--- src/inc/mcabt_params.svh ---
// Purpose: Constants for the microcore ALU, bias and threshold decoder
// Assumes: 16-bit instruction and register words
// Notes: Grant register indices; byte address is four times the index
`ifndef MCABT_PARAMS_SVH
`define MCABT_PARAMS_SVH
// ==========================================================
// Register map
`define MCABT_GRANT_A_IDX 12'h184
`define MCABT_GRANT_B_IDX 12'h185
`define MCABT_GRANT_C_IDX 12'h186
`define MCABT_GRANT_D_IDX 12'h187
`define MCABT_CTRL_IDX 12'h188
`define MCABT_STATUS_IDX 12'h189
`define MCABT_BIAS_IDX 12'h18a
`define MCABT_GRANT_RST 16'h0000
// ==========================================================
// Opcodes
`define MCABT_OP_ADDI 6'h06
`define MCABT_OP_AND 13'h05d9
`define MCABT_OP_BIAS 11'h1b1
`define MCABT_OP_CHTH 9'h05f
`define MCABT_OP_COPY 3'h5
// ==========================================================
// Register codes and mask constants
`define MCABT_ALU_IMM 3'h5
`define MCABT_ALU_MH 3'h6
`define MCABT_ALU_ML 3'h7
`define MCABT_MASK_ONES 16'hffff
`define MCABT_MASK_ZERO 16'h0000
`endif

--- src/inc/mcabt_pkg.sv ---
// Purpose: Types for the microcore ALU, bias and threshold decoder
// Assumes: Included constants header
// Notes: Flags travel as one packed struct
package mcabt_pkg;
  typedef struct packed {
    logic carry;
    logic result_zero_flag;
    logic result_negative_flag;
    logic unsigned_underflow_flag;
    logic unsigned_overflow_flag;
    logic signed_underflow_flag;
    logic signed_overflow_flag;
    logic mask_all_zero_flag;
    logic mask_all_ones_flag;
  } mcabt_flags_t;
  typedef enum logic [2:0] {
    MCABT_IDLE = 3'b001,
    MCABT_EXEC = 3'b010,
    MCABT_DONE = 3'b100
  } mcabt_state_t;
endpackage : mcabt_pkg

--- src/hw/mcabt_core.sv ---
// Purpose: Decode and execute addi, and-mask, bias, threshold change, copy
// Assumes: One instruction per strobe, every instruction done in one cycle
// Notes: Grant bit n of the grant registers covers output n (hs1..hs5, ls1..ls6)
// Contract
// - Add-immediate adds a 4-bit immediate to a source ALU register.
// - Add-immediate updates carry, zero, negative, unsigned and signed limit flags.
// - Mask ANDs a register with the immediate register, result back in place.
// - Mask all-zero flag set when masked result is zero.
// - Mask all-ones flag set when masked result is all ones.
// - Bias control bit one enables, zero disables the selected structure.
// - Bias takes effect only with drive right from the grant registers.
// - Bias codes 0-4 high-side, 5-9 low-side, 12 ls6, 10-11 strong.
// - Bias code 13 all, 14 all high-side with strong, 15 all low-side.
// - Threshold change sets a new level on the selected comparator.
// - Threshold unchanged unless the drive right for the output is held.
// - High-side source thresholds also depend on bootstrap initialization mode.
// - Comparator codes 0-9 alternate vds/src for hs1-5, 10-15 ls1-6 vds.
// - Three-bit level selects one of eight ascending levels.
// - Copy moves any full-set register to any full-set register.
// - Load, store and copy complete in one core clock cycle.
// - ALU code 0-4 general, 5 immediate, 6 multiplier high, 7 low.
// - Full code 0-7 ALU registers, higher codes the other core registers.
`timescale 1ns/1ps
`include "mcabt_params.svh"
module mcabt_core (
  input wire logic clk_sys,
  input wire logic sys_rst,
  input wire logic instr_valid,
  input wire logic [15:0] instr_word,
  input wire logic bootstrap_mode,
  input wire logic [11:0] reg_addr,
  input wire logic [15:0] reg_wdata,
  input wire logic reg_wr,
  input wire logic reg_rd,
  output logic [15:0] reg_rdata,
  output logic instr_done,
  output logic instr_illegal,
  output mcabt_pkg::mcabt_flags_t flags,
  output logic [12:0] bias_enable,
  output logic [47:0] hs_vds_threshold,
  output logic [14:0] hs_src_threshold,
  output logic [17:0] ls_vds_threshold
);
  import mcabt_pkg::*;

  // ==========================================================
  // Storage
  logic [15:0] full_register_set_r [32];
  logic [15:0] grant_r [4];
  logic [15:0] ctrl_r;
  mcabt_flags_t flags_r, flags_nxt;
  logic [12:0] bias_r, bias_nxt;
  logic [2:0] thr_r [16];
  logic [15:0] rdata_r;
  logic done_r, illegal_r;
  mcabt_state_t state_r;

  function automatic logic [15:0] alu_read(input logic [2:0] code,
                                           input logic [15:0] v0, input logic [15:0] v1,
                                           input logic [15:0] v2, input logic [15:0] v3,
                                           input logic [15:0] v4, input logic [15:0] v5,
                                           input logic [15:0] v6, input logic [15:0] v7);
    logic [15:0] r;
    unique case (code)
      3'h0: r = v0;
      3'h1: r = v1;
      3'h2: r = v2;
      3'h3: r = v3;
      3'h4: r = v4;
      3'h5: r = v5;
      3'h6: r = v6;
      3'h7: r = v7;
    endcase
    return r;
  endfunction : alu_read

  // ==========================================================
  // Decode
  wire [15:0] grant_all = grant_r[0] | grant_r[1] | grant_r[2] | grant_r[3];
  wire is_addi = instr_valid && instr_word[15:10] == `MCABT_OP_ADDI;
  wire is_and = instr_valid && instr_word[15:3] == `MCABT_OP_AND;
  wire is_bias = instr_valid && instr_word[15:5] == `MCABT_OP_BIAS;
  wire is_chth = instr_valid && instr_word[15:7] == `MCABT_OP_CHTH;
  wire is_copy = instr_valid && instr_word[15:13] == `MCABT_OP_COPY
                 && instr_word[2:0] == 3'h0;
  wire is_any = is_addi | is_and | is_bias | is_chth | is_copy;
  wire [2:0] addi_dst = instr_word[9:7];
  wire [3:0] addi_imm = instr_word[6:3];
  wire [2:0] alu_src = instr_word[2:0];
  wire [15:0] src_val = alu_read(alu_src, full_register_set_r[0], full_register_set_r[1],
                                 full_register_set_r[2], full_register_set_r[3],
                                 full_register_set_r[4], full_register_set_r[5],
                                 full_register_set_r[6], full_register_set_r[7]);
  wire [15:0] imm_reg = full_register_set_r[`MCABT_ALU_IMM];
  wire [16:0] sum = {1'b0, src_val} + {13'h0000, addi_imm};
  wire [15:0] masked = src_val & imm_reg;
  wire signed_ovf = !src_val[15] && sum[15];
  wire [4:0] copy_src = instr_word[12:8];
  wire [4:0] copy_dst = instr_word[7:3];
  wire [15:0] copy_val = full_register_set_r[copy_src];

  // Bias target decode, one bit per structure: hs1..5, ls1..6, highside2_strong_bias, highside4_strong_bias
  wire bias_ctrl = instr_word[4];
  wire [3:0] bias_target_select = instr_word[3:0];
  logic [12:0] bias_sel;
  always_comb begin
    bias_sel = 13'h0000;
    unique case (bias_target_select)
      4'hc: bias_sel = 13'h0400;
      4'ha: bias_sel = 13'h0800;
      4'hb: bias_sel = 13'h1000;
      4'hd: bias_sel = 13'h1fff;
      4'he: bias_sel = 13'h181f;
      4'hf: bias_sel = 13'h07e0;
      default: bias_sel = 13'h0001 << bias_target_select;
    endcase
  end
  // Strong structures follow the right of their own high-side output
  wire [12:0] bias_right = {grant_all[3], grant_all[1], grant_all[10:0]};
  wire [12:0] bias_apply = bias_sel & bias_right;
  always_comb begin
    bias_nxt = bias_r;
    if (is_bias) begin
      bias_nxt = (bias_r & ~bias_apply) | (bias_apply & {13{bias_ctrl}});
    end
  end

  // Comparator decode: output owning the comparator
  wire [3:0] comparator_select = instr_word[6:3];
  wire [2:0] threshold_level_select = instr_word[2:0];
  wire [3:0] cmp_output = comparator_select < 4'ha ? {1'b0, comparator_select[3:1]}
                          : comparator_select - 4'h5;
  wire cmp_right = grant_all[cmp_output];

  // ==========================================================
  // Flags
  always_comb begin
    flags_nxt = flags_r;
    if (is_addi) begin
      flags_nxt.carry = sum[16];
      flags_nxt.result_zero_flag = sum[15:0] == 16'h0000;
      flags_nxt.result_negative_flag = sum[15];
      flags_nxt.unsigned_underflow_flag = 1'b0;
      flags_nxt.unsigned_overflow_flag = sum[16];
      flags_nxt.signed_underflow_flag = 1'b0;
      flags_nxt.signed_overflow_flag = signed_ovf;
    end else if (is_and) begin
      flags_nxt.mask_all_zero_flag = masked == `MCABT_MASK_ZERO;
      flags_nxt.mask_all_ones_flag = masked == `MCABT_MASK_ONES;
    end
  end

  // ==========================================================
  // Register bus decode
  wire grant_hit = reg_addr[11:2] == 10'h061;
  wire [1:0] grant_idx = reg_addr[1:0];
  logic [15:0] rd_mux;
  always_comb begin
    rd_mux = 16'h0000;
    if (grant_hit) begin
      rd_mux = grant_r[grant_idx];
    end else if (reg_addr == `MCABT_CTRL_IDX) begin
      rd_mux = ctrl_r;
    end else if (reg_addr == `MCABT_STATUS_IDX) begin
      rd_mux = {7'h00, flags_r};
    end else if (reg_addr == `MCABT_BIAS_IDX) begin
      rd_mux = {3'h0, bias_r};
    end
  end

  // ==========================================================
  // Sequential state
  always_ff @(posedge clk_sys or posedge sys_rst) begin
    if (sys_rst) begin
      for (int i = 0; i < 32; i++) full_register_set_r[i] <= 16'h0000;
    end else if (is_addi) begin
      full_register_set_r[addi_dst] <= sum[15:0];
    end else if (is_and) begin
      full_register_set_r[alu_src] <= masked;
    end else if (is_copy) begin
      full_register_set_r[copy_dst] <= copy_val;
    end
  end

  always_ff @(posedge clk_sys or posedge sys_rst) begin
    if (sys_rst) begin
      for (int i = 0; i < 4; i++) grant_r[i] <= `MCABT_GRANT_RST;
      ctrl_r <= 16'h0000;
    end else if (reg_wr) begin
      if (grant_hit) grant_r[grant_idx] <= reg_wdata;
      if (reg_addr == `MCABT_CTRL_IDX) ctrl_r <= reg_wdata;
    end
  end

  always_ff @(posedge clk_sys or posedge sys_rst) begin
    if (sys_rst) begin
      for (int i = 0; i < 16; i++) thr_r[i] <= 3'h0;
    end else if (is_chth && cmp_right) begin
      thr_r[comparator_select] <= threshold_level_select;
    end
  end

  always_ff @(posedge clk_sys or posedge sys_rst) begin
    if (sys_rst) begin
      flags_r <= '0;
      bias_r <= 13'h0000;
      rdata_r <= 16'h0000;
      done_r <= 1'b0;
      illegal_r <= 1'b0;
      state_r <= MCABT_IDLE;
    end else begin
      flags_r <= flags_nxt;
      bias_r <= bias_nxt;
      rdata_r <= reg_rd ? rd_mux : 16'h0000;
      done_r <= is_any;
      illegal_r <= instr_valid && !is_any;
      state_r <= is_any ? MCABT_DONE : MCABT_IDLE;
    end
  end

  // ==========================================================
  // Outputs, bootstrap forces the high-side source thresholds to level zero
  logic [14:0] hs_src_r;
  logic [47:0] hs_vds_r;
  logic [17:0] ls_vds_r;
  always_ff @(posedge clk_sys or posedge sys_rst) begin
    if (sys_rst) begin
      hs_src_r <= 15'h0000;
      hs_vds_r <= 48'h0;
      ls_vds_r <= 18'h00000;
    end else begin
      for (int i = 0; i < 5; i++) begin
        hs_vds_r[i*3 +: 3] <= thr_r[2*i];
        hs_src_r[i*3 +: 3] <= bootstrap_mode ? 3'h0 : thr_r[2*i+1];
      end
      hs_vds_r[47:15] <= 33'h0;
      for (int j = 0; j < 6; j++) ls_vds_r[j*3 +: 3] <= thr_r[10+j];
    end
  end

  assign reg_rdata = rdata_r;
  assign instr_done = done_r;
  assign instr_illegal = illegal_r;
  assign flags = flags_r;
  assign bias_enable = bias_r;
  assign hs_vds_threshold = hs_vds_r;
  assign hs_src_threshold = hs_src_r;
  assign ls_vds_threshold = ls_vds_r;
endmodule : mcabt_core

--- config.mk ---
export PLATFORM = sky130hd
export DESIGN_NAME = mcabt_core
export DESIGN_NICKNAME = d
export VERILOG_FILES = /design/src/inc/mcabt_pkg.sv /design/src/hw/mcabt_core.sv
export VERILOG_INCLUDE_DIRS = /design/src /design/src/inc
export SDC_FILE = /design/constraint.sdc
export NUM_CORES = 2
export LEC_CHECK = 0
export ABC_AREA = 1
export CELL_PAD_IN_SITES_DETAIL_PLACEMENT = 1
export CELL_PAD_IN_SITES_GLOBAL_PLACEMENT = 2
export CORE_MARGIN = 1.5
export CORE_UTILIZATION = 38
export CTS_CLUSTER_DIAMETER = 30
export DETAILED_ROUTE_END_ITERATION = 7
export DONT_BUFFER_PORTS = 1
export PLACE_DENSITY = 0.9
export SLEW_MARGIN = 25
export SYNTH_ARGS = -nofsm -noshare
export SYNTH_HDL_FRONTEND = slang
export SYNTH_SLANG_ARGS = --single-unit
--- constraint.sdc ---
create_clock -name clk_sys -period 25.4 [get_ports clk_sys]
set_clock_uncertainty 0.2 [all_clocks]
set_input_delay 2.54 -clock clk_sys [delete_from_list [all_inputs] [get_ports clk_sys]]
set_output_delay 2.54 -clock clk_sys [all_outputs]
set_load 0.01 [all_outputs]
After elaboration in Yosys (flattened, before gate mapping)
Cells that the tools add are included. Widths: inputs -> output; s select.

Register bits: 725. Latch bits: 0. Bits in writable memories: 0. ROM bits: 0. Input bits: 50. Output and inout bits: 121. Logic and storage cells: 187. Memories kept: 0.

$add $sub $neg: 2. $mul: 0. Divide/modulo/power cells: 0. Order comparisons: 13. Eq/ne operators: 23. Shifts and indexed selects: 1. Multiplexer cells: 39. Bitwise gates (word level): 20. Reductions and logical operators: 23.

Operators by type and width (count): $bwmux 512 (3); $mux 512 (3); $mux 16 (11); $demux 16 s4 (2); $pmux 16 s8 (1); $bmux 16 s5 (1); $demux 16 s5 (1); $pmux 13 s6 (1); $bwmux 64 (1); $bwmux 48 (1); $or 16x16->16 (3); $and 13x13->13 (3); $eq 12x9->1 const B (3); $bmux 16 s2 (1); $demux 16 s2 (1); $logic_not 16->1 (2); $mux 13 (2); $eq 4x4->1 const B (6); $mux 3 (6); $add 16x4->17 (1); $and 16x16->16 (1); $eq 16x16->1 const B (1); $eq 3x3->1 const B (5); $logic_and 1x1->1 (14); other kinds (35) (47).

Depth between registers and ports, before layout
Depth after elaboration: 9. Depth in mapped cells: 30. Gate-level depth less buffers: 28.

Least setup slack after synthesis
Ideal clock, no wire load.

Path kind: input to register. Start: input instr_word[1]. End: register flags_r, in the netlist flags[7]. Arrival: 5.789 ns. Required time: 25.134 ns. Setup slack: 19.346 ns. Cell stages on the path: 30. Path through: buf_4 nand2_1 nor2_2 buf_2 inv_1 o21ai_0 nor2_1 nand4_1 and2_1 clkbuf_1 ha_1 nand3_1 nand3_1 a21oi_1 nor2_1 nand3_1 inv_1 nand3_1 nor3_1 ha_1 nand4_1 nor3_1 nand2_1 nor2_1 nand2_1 nor2_1 nand2_1 nor2_1 nand2_1 nand2_1.

Longest elaborated chain between the ends: 4. Elaborated cells between the ends (all ways): 11. Those cells by class: add/sub: 1; eq/ne: 7; mux: 1; reduce/logical: 2.

Ends and longest elaborated chain: from (decl) (line mcabt_core.sv:29) `input wire logic [15:0] instr_word,`; $eq 3x3->1 (tied with other cells) (line mcabt_core.sv:64) `unique case (code)`; $pmux 16 s8 * (line mcabt_core.sv:64); $add 16x4->17 * (line mcabt_core.sv:95) `wire [16:0] sum = {1'b0, src_val} + {13'h0000, addi_imm};`; $logic_not 16->1 * (line mcabt_core.sv:141) `flags_nxt.result_zero_flag = sum[15:0] == 16'h0000;`; to (signal assigned) (line mcabt_core.sv:212) `flags_r <= flags_nxt;`; to (decl) (line mcabt_core.sv:51) `mcabt_flags_t flags_r, flags_nxt;`.

Every way passes the cells marked *; elsewhere a longest branch is shown, timed or not. A chain may end at the register's enable or synchronous reset.

Worst setup path in the final report
Start: input instr_word[2]. End: register flags_r, in the netlist flags[7].

The elaborated chain is that of the path after synthesis.

==> metrics <==
run status=finished, final reports clean; period utilisation layout=27.8%; RePlAce Congestion=0.989; Largest register FFs=496; clk buf depth=3; Multi-input gate area=0.0155 mm^2; post-synthesis simple-gate area fraction=25.0%; CP max FO=31; XOR/XNOR Fraction of Synth Area=0.0484%; fin cells=6090; Rel. slew slack=18.9%; first-pass GRT wire length=253000 um; hold buffer count at CTS=0; MaxCap Viol Count=0; fraction of registers with async set/reset=100%; Syn Inst Count=4678; biggest regs=full_register_set_r x496, grant_r x64, thr_r x48; Final Hold Vio Count=0; post-CTS setup buffers=0; Detailed Routing Iterations Pass 1=6; compound-gate portion of the synthesized area=16.7%; Sum Neg Setup Slack=0 ns; Slew Viols, Final=0; Site Rows=113; critical path startpoint category=input port; Ports=171; final wirelength=170000 um; vias per cell=6.05; final worst path period need=7.06 ns; largest family of logic cells by synthesized area=simple AND/OR/NAND/NOR gates; clock tree sinks=725; CTS tree=built; post-synthesis mux area share=0%; critical path type=in2reg; area leader, netlist=dfrtp_1; R2R cell count=26; post-synth cell types=45; detailed placement HPWL=103000 um; CP Capture Type=flip-flop; Hold Path Class=reg2reg; top cells by area, synth=dfrtp_1, nand2_1, o21ai_0; IO Port Bufs=0; Die W=312 um; Starting Density=38.2%; largest net degree at the start of global routing=163; grt ovf=0; DR iter-0 viols=4515; Slew @ Worst Pin=1.21 ns; most frequent cells after synthesis=nand2_1, dfrtp_1, o21ai_0, nor2_1, inv_1; htree depth=4; Synth Flop Type=dfrtp_1; CTS clk-pin slew, worst paths=0.05 ns; Lkg Pwr=20.0 nW; Worst Path Required=25.89 ns; post-synthesis sequential area ratio=50.1%; DRT antenna net count=0; power per cell area=90.5 mW/mm^2; Seq cells post-synth=725; die height=312 um; initial antenna violation count=3; vias in the first global route=38500; register name with the most flops=full_register_set_r; Via Count=36900; placed inst area=0.0371 mm^2; final setup violation count=0; number of CTS-inserted buffers=186; FF+latch area=0.0181 mm^2; area share of the largest cell type after synthesis=50.1%; Post-synth EDFFs=0; Resize count post-CTS=0; clk root buf=clkbuf_16; DRC Markers=0; Yosys warning total=0; Fmax achieved=142 MHz; total die area=0.0972 mm^2; fin nets=4730; Filler cells=11400; GR Util All Layers=34.8%; RSZ-0062 raised after global routing=no; Mapped Area=0.0362 mm^2; Arrival @ worst endpoint=7.54 ns; cell with the most instances after synthesis=nand2_1; worst skew pair latency=0.79 ns; post-route cell area=0.0435 mm^2; Hold Path Stages=0; Worst R2R Start=imm_reg[2]; VDD IR max=54.4 uV; final hold slack=0.172 ns; worst setup path startpoint=instr_word[2]; Avg Cell Area, Syn=7.74 um^2; share of cells above drive strength 1=9.47%; worst hold start=thr_r[29]; area grow syn2layout=20.1%; Adder-Cell Fraction of Synth Area=0.401%; post-DR wirelength/cell=28.0 um; placed cell count=5746; total core area=0.0947 mm^2; Diodes inserted=0
==> metrics by stage <==
| stage | setup slack [ns] | power [W] | util (%) |
|---|---|---|---|
| after floorplan | 2.32 | 0.00144 | - |
| after CTS | 18.64 | 0.00393 | 45.9 |
| after global placement | 18.05 | 0.00155 | 39.2 |
| final | 18.34 | 0.00394 | 45.9 |
| after detailed placement | 17.86 | 0.00155 | 39.2 |
| after global routing | 18.06 | 0.00403 | 45.9 |
==> report_power, final <==
group          internal [W]  leakage [nW]  switching (W)
sequential          0.00120          9.67      0.0000464
clock               0.00161          3.07       0.000774
combinational     0.0000666          7.27       0.000238
total               0.00288          20.0        0.00106
==> layer usage <==
layer / share of wire (%) / vias to the layer above / global-route usage (%)
met4: 5.4 / 2 / 17.8
met3: 11 / 594 / 11.2
met5: 0.0047 / - / 0
met1: 40 / 18700 / 44.3
li1: - / 15500 / -
met2: 44 / 2089 / 52.7
==> kinds of logic (layout without fill, tap and decap cells) <==
logic type	Yosys count	count (layout)
other	1	35
AND/OR/NAND/NOR	2189	2189
flip-flops	725	725
AO/OA/AOI/OAI	1085	1085
buffers and inverters	665	778
XOR/XNOR	2	2
adder cells (fa/ha/maj)	11	11
==> cell usage in the layout (no fill, tap or decap), drive strengths merged <==
| master | n |
|---|---|
| a211oi | 5 |
| a21oi | 192 |
| a221oi | 9 |
| a22o | 2 |
| a22oi | 72 |
| a31oi | 54 |
| a41oi | 9 |
| and2 | 4 |
| buf | 65 |
| bufinv | 18 |
| clkbuf | 255 |
| clkinv | 64 |
| clkinvlp | 17 |
| conb | 35 |
| dfrtp | 725 |
| fa | 1 |
| ha | 10 |
| inv | 359 |
| nand2 | 1385 |
| nand3 | 270 |
| nand3b | 7 |
| nand4 | 112 |
| nor2 | 380 |
| nor3 | 10 |
| nor4 | 10 |
| o2111ai | 18 |
| o211ai | 27 |
| o21a | 1 |
| o21ai | 608 |
| o221ai | 9 |
| o22a | 1 |
| o22ai | 72 |
| o31ai | 6 |
| or2 | 11 |
| xor2 | 2 |
==> path summary, 6_finish.rpt <==
| kind | end | slack [ns] |
|---|---|---|
| worst min-delay path | hs_vds_threshold[11] | 0.17 |
| max in group asynchronous | full_register_set_r[19] | 20.53 |
| worst max-delay path | flags[7] | 18.34 |
| worst min register to register | hs_vds_threshold[11] | 0.17 |
| min in group asynchronous | grant_r[4] | 1.57 |
| worst max register to register | flags[7] | 21.16 |
==> worst max-delay path: stages <==
cell and delay (ns):
inv_2 0.42, nand3_1 0.72, inv_1 0.45, a22oi_1 0.14, nand4_1 0.14, and2_1 0.35
ha_1 0.25, nand3_1 0.08, nand3_1 0.11, a21oi_1 0.12, nor2_1 0.30, nand3_1 0.22
inv_1 0.12, nand3_1 0.10, nor3_1 0.24, ha_1 0.23, nand4_1 0.11, nor3_1 0.24
nand2_1 0.09, nor2_1 0.12, nand2_1 0.07, nor2_1 0.09, nand2_1 0.07, nor2_1 0.08
nand2_1 0.05, nand2_1 0.06
==> final cells by class <==
class                      instances  area share (%)
timing repair buffer              65            1.22
tap                             1265            3.64
sequential                       725            41.7
clock buffer                     255            12.0
multi-input combinational       3322            35.6
clock inverter                    89            2.64
inverter                         369            3.21
Power figures use the tool's default switching activity.
